**src/core/brx_pkg.sv**
```systemverilog
package brx_pkg;

  // Address and instruction widths.
  localparam int unsigned ADDR_W = 32;
  localparam int unsigned INSTR_W = 16;

  // Opcode fields of the two instructions handled here.
  localparam logic [3:0] CALL_HI_NIB = 4'h0;
  localparam logic [7:0] CALL_LO_BYTE = 8'h03;
  localparam logic [7:0] COND_HI_BYTE = 8'h89;

  // Field positions inside the instruction word.
  localparam int unsigned REG_FIELD_LSB = 8;
  localparam int unsigned DISP_W = 8;

  // Program counter operand is the instruction address plus this many bytes.
  localparam logic [31:0] PC_AHEAD_BYTES = 32'h0000_0004;
  // One instruction is this many bytes wide.
  localparam logic [31:0] INSTR_BYTES = 32'h0000_0002;

  // Cycle figures of the two instructions.
  localparam int unsigned CALL_CYCLES = 2;
  localparam int unsigned COND_TAKEN_CYCLES = 3;
  localparam int unsigned COND_NOT_TAKEN_CYCLES = 1;

  // Reset values.
  localparam logic [31:0] ADDR_RESET = 32'h0000_0000;

  // Sequencer states.
  typedef enum logic [2:0] {
    ST_IDLE,
    ST_CALL_2,
    ST_SLOT_WAIT,
    ST_SLOT_RUN,
    ST_COND_2,
    ST_COND_3
  } brx_state_t;

  // True for any control-transfer opcode, used to police the delay slot.
  function automatic logic brx_is_branch(input logic [15:0] op);
    logic hit;
    hit = 1'b0;
    if (op[15:12] == 4'hA || op[15:12] == 4'hB) begin
      hit = 1'b1;
    end else if (op[15:8] == 8'h89 || op[15:8] == 8'h8B ||
                 op[15:8] == 8'h8D || op[15:8] == 8'h8F) begin
      hit = 1'b1;
    end else if (op[15:12] == 4'h0 && (op[7:0] == 8'h03 || op[7:0] == 8'h23)) begin
      hit = 1'b1;
    end else if (op[15:12] == 4'h4 && (op[7:0] == 8'h0B || op[7:0] == 8'h2B)) begin
      hit = 1'b1;
    end else if (op == 16'h000B || op == 16'h002B) begin
      hit = 1'b1;
    end
    return hit;
  endfunction

endpackage

```
**src/core/brx_dec_if.sv**
```systemverilog
`timescale 1ns/10ps
`default_nettype none

// Carries one instruction word to the decoder and its decoded view back.
interface brx_dec_if;
  import brx_pkg::*;

  logic [15:0] instr; // Instruction word under decode.
  logic is_call; // Register-offset subroutine call.
  logic is_cond; // Conditional branch on a set flag.
  logic is_branch; // Any control-transfer opcode.
  logic [3:0] reg_sel; // Source general register index.
  logic [31:0] disp_ext; // Displacement, sign-extended and doubled.

  modport dec (
    input instr,
    output is_call,
    output is_cond,
    output is_branch,
    output reg_sel,
    output disp_ext
  );

  modport use_side (
    output instr,
    input is_call,
    input is_cond,
    input is_branch,
    input reg_sel,
    input disp_ext
  );
endinterface

`default_nettype wire

```
**src/core/brx_decode.sv**
```systemverilog
`timescale 1ns/10ps
`default_nettype none

// Pure decoder; the caller registers anything it needs to keep.
module brx_decode
  import brx_pkg::*;
(
  brx_dec_if.dec dec
);

  // Pattern match and field extraction, all combinational.
  always_comb begin
    dec.is_call = (dec.instr[15:12] == CALL_HI_NIB) && (dec.instr[7:0] == CALL_LO_BYTE); // RULE_01
    dec.is_cond = (dec.instr[15:8] == COND_HI_BYTE); // RULE_10
    dec.is_branch = brx_is_branch(dec.instr);
    dec.reg_sel = dec.instr[REG_FIELD_LSB +: 4];
    // Sign-extend the byte and shift left one, giving -256 to +254.
    dec.disp_ext = {{23{dec.instr[DISP_W-1]}}, dec.instr[DISP_W-1:0], 1'b0}; // RULE_12
  end

endmodule

`default_nettype wire

```
**src/core/brx_target_add.sv**
```systemverilog
`timescale 1ns/10ps
`default_nettype none

// Shared target adder: instruction address plus four, plus an offset.
module brx_target_add
  import brx_pkg::*;
(
  input wire logic [31:0] instr_addr,
  input wire logic [31:0] offset,
  output logic [31:0] pc_operand,
  output logic [31:0] target
);

  // The program counter seen by a branch runs two instructions ahead.
  always_comb begin
    pc_operand = instr_addr + PC_AHEAD_BYTES; // RULE_04
    target = pc_operand + offset; // RULE_03
  end

endmodule

`default_nettype wire

```
**src/core/brx_unit.sv**
```systemverilog
`timescale 1ns/10ps
`default_nettype none

// Operation
// RULE_01: Decode register call; two cycles, flag untouched.
// RULE_02: Call saves program counter into return register.
// RULE_03: Call target adds full 32-bit source register.
// RULE_04: Program counter operand is instruction address plus four.
// RULE_05: Call redirects only after slot instruction completes.
// RULE_06: No interrupt or address error before slot.
// RULE_07: Branch in delay slot raises illegal slot.
// RULE_08: Target operands captured before slot executes.
// RULE_09: Return resumes right after the delay slot.
// RULE_10: Decode flag branch; three cycles taken, one not.
// RULE_11: Flag set branches without slot, else sequential.
// RULE_12: Displacement sign-extended, doubled, added to counter.
// RULE_13: Not taken advances two bytes, no flush.
module brx_unit
  import brx_pkg::*;
(
  input wire logic clk_sys,
  input wire logic rst,
  input wire logic instr_valid,
  output logic instr_ready,
  input wire logic [15:0] instr,
  input wire logic [31:0] instr_addr,
  input wire logic flag_t,
  output logic [3:0] reg_sel,
  input wire logic [31:0] reg_data,
  output logic slot_issue,
  input wire logic slot_retire,
  output logic ret_write,
  output logic [31:0] ret_data,
  output logic redirect_valid,
  output logic [31:0] redirect_pc,
  output logic flush,
  output logic seq_valid,
  output logic [31:0] seq_pc,
  output logic done,
  output logic block_irq,
  output logic block_addr_err,
  output logic illegal_slot,
  output logic [31:0] illegal_slot_addr
);
  import brx_pkg::*;

  brx_dec_if dec_bus (); // Decoded view of the incoming word.
  logic [31:0] pc_operand; // Instruction address plus four.
  logic [31:0] target_sum; // Shared adder result.
  logic [31:0] add_offset; // Offset fed to the shared adder.
  logic accept; // An instruction is taken this cycle.

  brx_state_t state_reg; // Sequencer state.
  brx_state_t state_next;
  logic [31:0] target_reg; // Captured branch destination.
  logic [31:0] target_next;
  logic ret_write_reg; // Return register write strobe.
  logic ret_write_next;
  logic [31:0] ret_data_reg; // Value for the return register.
  logic [31:0] ret_data_next;
  logic redirect_reg; // Redirect strobe.
  logic redirect_next;
  logic flush_reg; // Pipeline flush strobe.
  logic flush_next;
  logic seq_reg; // Sequential advance strobe.
  logic seq_next;
  logic [31:0] seq_pc_reg; // Next sequential address.
  logic [31:0] seq_pc_next;
  logic done_reg; // Instruction completion strobe.
  logic done_next;
  logic block_reg; // Interrupt and address-error hold-off.
  logic block_next;
  logic illegal_reg; // Illegal slot strobe.
  logic illegal_next;
  logic [31:0] illegal_addr_reg; // Address of the offending slot word.
  logic [31:0] illegal_addr_next;

  // The decoder looks at the word on the issue port.
  assign dec_bus.instr = instr;

  brx_decode u_decode (
    .dec(dec_bus)
  );

  // One adder serves both instructions; only one is ever being accepted.
  always_comb begin
    if (dec_bus.is_call) begin
      add_offset = reg_data; // RULE_03
    end else begin
      add_offset = dec_bus.disp_ext; // RULE_12
    end
  end

  brx_target_add u_add (
    .instr_addr(instr_addr),
    .offset(add_offset),
    .pc_operand(pc_operand),
    .target(target_sum)
  );

  // The register file is read in the same cycle as the call is accepted.
  assign reg_sel = dec_bus.reg_sel;

  // Ready while idle with no redirect leaving, or while waiting for the slot word; this keeps a new
  // instruction from slipping in ahead of a control transfer.
  always_comb begin
    instr_ready = 1'b0;
    if (state_reg == ST_IDLE) begin
      instr_ready = !redirect_reg;
    end else if (state_reg == ST_SLOT_WAIT) begin
      instr_ready = 1'b1;
    end
  end

  assign accept = instr_valid && instr_ready && (state_reg == ST_IDLE);

  // A legal slot word is handed to the core for execution.
  assign slot_issue = instr_valid && (state_reg == ST_SLOT_WAIT) && !dec_bus.is_branch;

  // Next-state logic for the sequencer and every strobe it drives.
  always_comb begin
    state_next = state_reg;
    target_next = target_reg;
    ret_write_next = 1'b0;
    ret_data_next = ret_data_reg;
    redirect_next = 1'b0;
    flush_next = 1'b0;
    seq_next = 1'b0;
    seq_pc_next = seq_pc_reg;
    done_next = 1'b0;
    block_next = block_reg;
    illegal_next = 1'b0;
    illegal_addr_next = illegal_addr_reg;
    case (state_reg)
      ST_IDLE: begin
        if (accept && dec_bus.is_call) begin
          // Operands are frozen now, so the slot cannot move the target.
          target_next = target_sum; // RULE_08
          // The saved address is the word after the delay slot.
          ret_data_next = pc_operand; // RULE_02 RULE_09
          ret_write_next = 1'b1; // RULE_02
          // Hold off interrupts and address errors until the slot is done.
          block_next = 1'b1; // RULE_06
          state_next = ST_CALL_2; // RULE_01
        end else if (accept && dec_bus.is_cond) begin
          if (flag_t) begin
            target_next = target_sum; // RULE_11
            state_next = ST_COND_2; // RULE_10
          end else begin
            // Fall through: one cycle, plain advance, nothing flushed.
            seq_next = 1'b1; // RULE_13
            seq_pc_next = instr_addr + INSTR_BYTES; // RULE_11 RULE_13
            done_next = 1'b1; // RULE_10
          end
        end
      end
      ST_CALL_2: begin
        // Second cycle of the call; the flag is never written here.
        done_next = 1'b1; // RULE_01
        state_next = ST_SLOT_WAIT; // RULE_05
      end
      ST_SLOT_WAIT: begin
        if (instr_valid) begin
          if (dec_bus.is_branch) begin
            // A branch in the slot is refused and the call abandoned.
            illegal_next = 1'b1; // RULE_07
            illegal_addr_next = instr_addr; // RULE_07
            block_next = 1'b0;
            state_next = ST_IDLE;
          end else begin
            state_next = ST_SLOT_RUN; // RULE_05
          end
        end
      end
      ST_SLOT_RUN: begin
        if (slot_retire) begin
          // Control moves only once the slot word has fully executed.
          redirect_next = 1'b1; // RULE_05
          flush_next = 1'b1;
          block_next = 1'b0; // RULE_06
          state_next = ST_IDLE;
        end
      end
      ST_COND_2: begin
        // Taken branch has no slot: redirect and flush straight away.
        redirect_next = 1'b1; // RULE_11
        flush_next = 1'b1; // RULE_11
        state_next = ST_COND_3; // RULE_10
      end
      ST_COND_3: begin
        done_next = 1'b1; // RULE_10
        state_next = ST_IDLE;
      end
      default: begin
        state_next = ST_IDLE;
        block_next = 1'b0;
      end
    endcase
  end

  // Registers only; all decisions are made above.
  always_ff @(posedge clk_sys) begin
    if (rst) begin
      state_reg <= ST_IDLE;
      target_reg <= ADDR_RESET;
      ret_write_reg <= 1'b0;
      ret_data_reg <= ADDR_RESET;
      redirect_reg <= 1'b0;
      flush_reg <= 1'b0;
      seq_reg <= 1'b0;
      seq_pc_reg <= ADDR_RESET;
      done_reg <= 1'b0;
      block_reg <= 1'b0;
      illegal_reg <= 1'b0;
      illegal_addr_reg <= ADDR_RESET;
    end else begin
      state_reg <= state_next;
      target_reg <= target_next;
      ret_write_reg <= ret_write_next;
      ret_data_reg <= ret_data_next;
      redirect_reg <= redirect_next;
      flush_reg <= flush_next;
      seq_reg <= seq_next;
      seq_pc_reg <= seq_pc_next;
      done_reg <= done_next;
      block_reg <= block_next;
      illegal_reg <= illegal_next;
      illegal_addr_reg <= illegal_addr_next;
    end
  end

  // Every output assigned here comes straight from a flip-flop.
  assign ret_write = ret_write_reg;
  assign ret_data = ret_data_reg;
  assign redirect_valid = redirect_reg;
  assign redirect_pc = target_reg;
  assign flush = flush_reg;
  assign seq_valid = seq_reg;
  assign seq_pc = seq_pc_reg;
  assign done = done_reg;
  assign block_irq = block_reg; // RULE_06
  assign block_addr_err = block_reg; // RULE_06
  assign illegal_slot = illegal_reg;
  assign illegal_slot_addr = illegal_addr_reg;

endmodule

`default_nettype wire

```
**config.mk**
```make
export PLATFORM = sky130hd
export DESIGN_NAME = brx_unit
export DESIGN_NICKNAME = d
export VERILOG_FILES = /design/src/core/brx_pkg.sv /design/src/core/brx_dec_if.sv /design/src/core/brx_decode.sv /design/src/core/brx_target_add.sv /design/src/core/brx_unit.sv
export SDC_FILE = /design/constraint.sdc
export NUM_CORES = 1
export LEC_CHECK = 0
export ABC_AREA = 1
export BUFFER_PORTS_ARGS = -buffer_cell sky130_fd_sc_hd__buf_2
export CORE_MARGIN = 2
export CORE_UTILIZATION = 25
export CTS_CLUSTER_SIZE = 30
export DETAILED_ROUTE_END_ITERATION = 8
export SYNTH_ARGS = -nofsm -noshare
export SYNTH_HDL_FRONTEND = slang
export SYNTH_SLANG_ARGS = --single-unit
```
**constraint.sdc**
```tcl
create_clock -name clk_sys -period 6.3 [get_ports clk_sys]
set_input_delay 0.63 -clock clk_sys [delete_from_list [all_inputs] [get_ports clk_sys]]
set_output_delay 0.63 -clock clk_sys [all_outputs]
set_load 0.01 [all_outputs]
```
# == Word level (Yosys, flattened, before mapping) ==
# Cells that the tools add are included.
# word_totals
regBits,137
wordCells,107
output_inout_bits,142
# classes
n_reduce_logical,32
addsub,3
muxes,31
bitwise_logic,6
eq_ne,24
# ops
cell,count
$mux 32,4
$add 32x2->32 const B,1
$add 32x3->32 const B,1
$add 32x32->32,1
$eq 8x8->1 const B,4
$mux 1,17
$eq 16x4->1 const B,1
$eq 16x6->1 const B,1
$eq 8x6->1 const B,2
$mux 3,5
$pmux 3 s5,1
$logic_and 1x1->1,9
$eq 4x4->1 const B,2
$eq 8x2->1 const B,1
$eq 8x4->1 const B,1
$reduce_and 4->1,2
$logic_or 1x1->1,7
$eq 3x2->1 const B,2
$eq 3x3->1 const B,2
$ne 2x2->1 const B,3
$not 1->1,6
$reduce_and 3->1,2
$reduce_or 3->1,2
$reduce_and 5->1,1
14 further kinds,18

# == Longest topological paths before layout ==
# Gate-level depths: netlist of the first run.
# logic_depth
depth_word,10
ltp_mapped,24
depth_no_buf,24

# == Modules after synthesis ==
# Synthesis of the first run repeated with hierarchy kept, for this count alone.
# unflattened
cells_unflattened,1601
area_unflattened_um2,9763.1
# modules_own_cells
module,instances,cells_each,area_per_inst_um2,seq_area_each_um2
brx_unit,1,923,6256.0,2742.6
brx_target_add,1,612,3106.7,0.0
brx_decode,1,66,400.4,0.0

# == Least setup slack after synthesis of the first run ==
# No wires, ideal clock.
# synth_path
kind,input -> register
from,input port instr[13]
to,"register target_reg[30], in the netlist redirect_pc[30]"
required_time_ps,6191
n_path_buf,0
t_arrival_ps,3220
stages,21
setup_ps,109
slack_ps,2971
cell_sequence,or2_1 inv_1 nand2_1 nor2_1 nand2_1 nor2_1 ha_1 inv_1 fa_1 o21ai_0 a21oi_1 o21bai_1 nand3_1 nand2_1 nand2_1 nand2_1 nand3_1 nand3_1 nand3_1 nand2_1 inv_1
# synth_via
elab_chain_len,7
word_cells_on_any_way,13
classes_between,add/sub (1); eq/ne (1); mux (4); reduce/logical (7)
# synth_lines
element,line_no,source
"start, declared",brx_unit.sv:25,"input wire logic [15:0] instr,"
$logic_not 4->1,brx_decode.sv:13,dec.is_call = (dec.instr[15:12] == CALL_HI_NIB) && (dec.instr[7:0] == CALL_LO_BYTE);
$logic_and 1x1->1,brx_decode.sv:13,
$mux 32,brx_unit.sv:87,if (dec_bus.is_call) begin
$add 32x32->32,brx_target_add.sv:17,target = pc_operand + offset;
$mux 32,brx_unit.sv:146,if (flag_t) begin
$mux 32,brx_unit.sv:145,end else if (accept && dec_bus.is_cond) begin
$mux 32,brx_unit.sv:136,if (accept && dec_bus.is_call) begin
"end signal, assigned",brx_unit.sv:218,target_reg <= target_next;
"end, declared",brx_unit.sv:55,logic [31:0] target_reg;
# Several ways; a longest one is shown, not always the timed one. The select of a mux whose other input is x is not followed.
# A chain may end at the register's enable or synchronous reset.

# == Final worst setup path of the first run ==
# layout_path
from,input port instr[13]
to,"register target_reg[28], in the netlist redirect_pc[28]"
# Same word-level chain as after synthesis.

==> results_dict.tcl, run 1 <==
set metrics [dict create \
    cts_buffers 17 \
    gr-usage-met2 0.307 \
    status "finished clean" \
    drt_iter0_markers 586 \
    wl_per_cell_um 17.9 \
    initial_core_util 0.252 \
    port_buffers 226 \
    power.leakage_uw 0.00573 \
    final_util 0.311 \
    netlist_area_mm2 0.00887 \
    cts_tree "done" \
    tns_ns 0 \
    synth_edf_count 0 \
    vias 9592 \
    rows 69 \
    firstDrtPassIters 8 \
    drv_cap 0 \
    hold_buffers 0 \
    ys_ff_latch 137 \
    timing.final.crit_share 0.634 \
    layout-drive-gt1-share 0.216 \
    synth-warning-count 0 \
    cts_max_path_buffers 2 \
    globalplace.congestion 0.898 \
    yosys.area.top_type "dfxtp_1" \
    ys.flop_type "dfxtp_1" \
    fmax_ghz 0.250 \
    setup_slack_ns 2.31 \
    layout_commonest_cell "nand2_1" \
    post-route-min-period_ns 3.99 \
    grt_pass1_wl_um 54100 \
    nets 1665 \
    synth_cell_type_count 41 \
    final_cell_mix "nand2_1 (262), buf_2 (226), inv_1 (164)" \
    die_y_um 192 \
    synth-async-reset-ratio 0 \
    htree_levels 4 \
    insertion_delay_ns 0.45 \
    crit_type "in2reg" \
    ir_drop_v 0.000173 \
    antenna_found_initial 5 \
    hp-class "reg2reg" \
    cp_data_arrival_time_ns 4.33 \
    required_ns 6.64 \
    startpoint_type "input pin" \
    maxSlewHeadroom 0.417 \
    cts_resized 0 \
    post_cts_buffers 0 \
    ys_top_cells_by_area "dfxtp_1 (31%), nand2_1 (11%), o21ai_0 (8.3%)" \
    fin_total_pwr_uw 2260 \
    vias_per_cell 4.75 \
    pre_cts_slack_ns 1.79 \
    use_met1 0.266 \
    synthDominantCellAreaShare 0.309 \
    skew_ns 0.00970 \
    finalNonFillerCells 2021 \
    grt_busiest_layer "met2" \
    synth.net_count 1469 \
    grt_max_degree 66 \
    tightest_slew_ns 0.873 \
    worst-path-max-fanout 15 \
    slew_violations 0 \
    area_growth_syn_to_layout_pct 23.6 \
    drc_errors 0 \
    power_density_mw_per_mm2 206 \
    clockRootBuffer "clkbuf_16" \
    postRouteAntennaNets 0 \
    finalHoldViolCount 0 \
    ys_seq_area_frac 0.309 \
    critPathCaptureType "flop" \
    core_area_mm2 0.0352 \
    grt_use_total 0.197 \
    dpl.hpwl_um 29100 \
    synthCells 1350 \
    fp.dieW_um 192 \
    dp_cells 1988 \
    cts.sinks 137 \
    grt_pass1_vias 9016 \
    design.die.area_mm2 0.0370 \
    syn_avg_cell_area_um2 6.57 \
    routed_wl_um 36200 \
    grt_overflow 0 \
    clk_pin_slew_ns 0.07 \
    globalRouteMet3Util 0.0435 \
    num_io_pins 227 \
    rsz0062_at_grt "no" \
    setup_violations 0 \
]
-- path summary, 6_finish.rpt --
check | start | to | slack, ns | depth (start not counted)
hold / removal | seq_pc[16] | seq_pc[16] | 0.46 | 2
setup / recovery | instr[13] | redirect_pc[28] | 2.31 | 19
hold reg to reg | seq_pc[16] | seq_pc[16] | 0.46 | 2
setup reg to reg | state_reg[0] | seq_pc[16] | 3.26 | 12
-- metal layers --
layer  vias to the layer above  routed length [µm]
met1                      4441               16800
met2                       306               16100
met5                         -                  13
met4                         2                 991
li1                       4798                   -
met3                        45                2390
-- report_power, final --
group	internal [µW]	switching (µW)
clock	568	445
sequential	866	0.281
combinational	120	261
total	1550	706
-- cell families (layout without fill, tap and decap cells) --
kind of cell,count (synthesis),after routing,synth area share
AOI/OAI and AO/OA,317,317,0.190
xor gates and xnor gates,45,45,0.0453
adders and majority gates,34,34,0.0488
buffers and inverters,229,438,0.102
DFF,137,137,0.309
other,0,1,0
and+or+nand+nor,588,588,0.305
-- cell type report --
class	count	area [µm²]
clock inverter	12	115
antenna	1	2.50
multi-input combinational	984	5240
fill	3957	24300
inverter	174	653
sequential	137	2740
timing repair buffer	232	1180
clock buffer	20	457
tap	461	577
-- worst max-delay path, stage by stage --
cell,delay (ns)
buf_2,0.10
or2_1,0.24
nor2_1,0.61
nand2_2,0.37
o21a_1,0.28
ha_1,0.37
nand2_1,0.07
o21ai_0,0.32
a21oi_1,0.20
o21bai_1,0.26
nand3_1,0.16
nand2_1,0.13
nand3_1,0.09
nand2_1,0.15
nand2_1,0.10
nand3_1,0.07
nand2_1,0.05
nor2_1,0.10
nor2_1,0.04
-- stage by stage --
stage	instance area, µm²	hold slack (ns)
3_3_place_gp	10400	0.454
5_1_grt	11000	0.484
4_1_cts	11000	0.460
3_5_place_dp	10400	0.453
2_1_floorplan	8870	0.490
6_report	11000	0.464
-- cell usage after synthesis (all sizes together) (2+ instances only) --
| cell | count |
|---|---|
| o21bai | 14 |
| dfxtp | 137 |
| xor2 | 28 |
| nand3b | 14 |
| clkbuf | 40 |
| nand4 | 21 |
| a21oi | 126 |
| nor3 | 11 |
| nand3 | 82 |
| inv | 173 |
| nor2 | 156 |
| nor4 | 5 |
| a211oi | 4 |
| xnor2 | 17 |
| o211ai | 5 |
| a21o | 3 |
| o21ai | 151 |
| or2 | 4 |
| o21a | 3 |
| buf | 15 |
| ha | 33 |
| o31ai | 2 |
| a31oi | 7 |
| nand2 | 294 |
(Power assumes the default switching activity.)
==> run 2: changes to the inputs <==
Clock period 6.3 ns to 3.25 ns, I/O delays scaled along.
==> results_dict.tcl, run 2 (synthesis gave the netlist of run 1 again) <==
set metrics [dict create \
    grt_max_degree 66 \
    placed_area_mm2 0.0110 \
    multi_input_area_mm2 0.00524 \
    power_density_mw_per_mm2 400 \
    wl_per_cell_um 17.1 \
    drv_cap 0 \
    slew_violations 0 \
    core_area_mm2 0.0352 \
    worst-r2r-setup-slack_ns 0.64 \
    ff_latch_area_mm2 0.00274 \
    fp.dieW_um 192 \
    power.share.clock 0.467 \
    cp_data_arrival_time_ns 3.17 \
    setup_violations 0 \
    vias 9739 \
    max_stage_delay_ns 0.38 \
    postRouteAntennaNets 0 \
    layout_commonest_cell "nand2_1" \
    r2r_start "state_reg[0]" \
    finalNonFillerCells 2099 \
    timing.final.crit_share 0.876 \
    hp-class "in2reg" \
    combPwrFrac 0.173 \
    cts_buffers 17 \
    cts.sinks 137 \
    setup_slack_ns 0.402 \
    whs_path_depth 3 \
    hold_buffers 0 \
    vias_per_cell 4.64 \
    num_io_pins 227 \
    dpl.hpwl_um 29000 \
    grt_pass1_wl_um 54700 \
    worst_hold_startpoint "instr_addr[29]" \
    rr_endpoint "seq_pc[16]" \
    required_ns 3.57 \
    nFillCells 3921 \
    status "finished clean" \
    crit_type "in2reg" \
    final_area_mm2 0.0117 \
    cts_tree "done" \
    insertion_delay_ns 0.44 \
    startpoint_type "input pin" \
    firstDrtPassIters 6 \
    clk_pin_slew_ns 0.07 \
    power_frac_seq 0.360 \
    grt_overflow 0 \
    layout-drive-gt1-share 0.254 \
    initial_core_util 0.252 \
    antenna_found_initial 1 \
    swShare 0.295 \
    drc_errors 0 \
    skew_ns 0.00862 \
    nets 1743 \
    htree_levels 4 \
    maxSlewHeadroom 0.402 \
    clockRootBuffer "clkbuf_16" \
    whs_endpoint "seq_pc[29]" \
    globalplace.congestion 0.922 \
    grt_use_total 0.197 \
    rows 69 \
    finalHoldViolCount 0 \
    switchingPower_uw 1380 \
    ir_drop_v 0.000291 \
    path_cells "buf_2, or2_1, inv_1, nand2_1, nor2_1, nand2_1, nor2_1, ha_1, inv_1, fa_1, o21ai_1, a21oi_1, o21bai_1, nand3_1, nand2_1, nand3_1, nand2_1, nand2_1, nand3_1, nand2_1, nor2_1, nor2_1" \
    grt_pass1_vias 9487 \
    port_buffers 226 \
    reg2reg_depth 11 \
    post-route-min-period_ns 2.85 \
    worst-path-max-fanout 3 \
    rsz0062_at_grt "no" \
    pre_cts_slack_ns -0.0931 \
    drt_iter0_markers 633 \
    internal-power_uw 3290 \
    final_cell_mix "nand2_1 (262), buf_2 (226), inv_1 (164)" \
    critPathMostFrequentCell "nand2_1" \
    fmax_ghz 0.351 \
    die_y_um 192 \
    dp_cells 2066 \
    area_growth_syn_to_layout_pct 31.4 \
    tightest_slew_ns 0.897 \
    design.die.area_mm2 0.0370 \
    critPathCaptureType "flop" \
    final_util 0.331 \
    routed_wl_um 35800 \
    cts_max_path_buffers 2 \
    power.leakage_uw 0.00616 \
    cp_slowest_cell "fa_1" \
]
-- run 2: worst max-delay path by stage --
stage / cells after the start / end / startpoint
5_1_grt: 22 / redirect_pc[24] / instr[13]
3_5_place_dp: 22 / redirect_pc[24] / instr[13]
2_1_floorplan: 21 / redirect_pc[30] / instr[13]
3_3_place_gp: 22 / redirect_pc[24] / instr[13]
4_1_cts: 22 / redirect_pc[24] / instr[13]
6_report: 22 / redirect_pc[24] / instr[13]
-- run 2: final cells by class --
type                    count  area share
multi-input cells         984       0.450
flip-flops and latches    137       0.235
repair buffers            310       0.154
inverters                 174      0.0560
well taps                 461      0.0495
clock buffers              17      0.0365
clock inverters            15      0.0185
diodes                      1    0.000215
-- run 2: metrics by stage --
| stage | total power, µW | hold slack (ns) | TNS (ns) |
|---|---|---|---|
| global placement | 2520 | 0.453 | -0.0131 |
| floorplan | 2190 | 0.426 | 0 |
| global route | 4880 | 0.169 | 0 |
| CTS | 4700 | 0.166 | 0 |
| finish | 4660 | 0.181 | 0 |
| detailed placement | 2520 | 0.455 | -0.284 |
-- run 2: layer usage --
layer / part of all wire / routed length (µm) / vias up / global-route usage
met5: 0 / 0 / - / 0
met4: 0.028 / 1000 / 0 / 0.0628
met3: 0.063 / 2270 / 43 / 0.0456
met2: 0.43 / 15400 / 296 / 0.307
met1: 0.48 / 17200 / 4441 / 0.268
li1: - / - / 4959 / -
-- run 2: critical path: cells and delay by family --
| kind | cells | cell delay, ns |
|---|---|---|
| AOI/OAI and AO/OA | 3 | 0.55 |
| adders and majority gates | 2 | 0.56 |
| buffers and inverters | 3 | 0.26 |
| and+or+nand+nor | 14 | 1.48 |
-- run 2: repair_timing --
action / CTS / global route
gates resized for setup: 0 / 1
setup buffers: 0 / 0
endpoints found under the setup margin: 0 / 2
-- run 2: power groups by stage --
stage	Sequential [µW]	Combinational, µW	Clock, µW
6_report	1680	807	2180
5_1_grt	1680	900	2300
4_1_cts	1680	803	2220
3_5_place_dp	1720	798	0
3_3_place_gp	1720	798	0
2_1_floorplan	1720	468	0
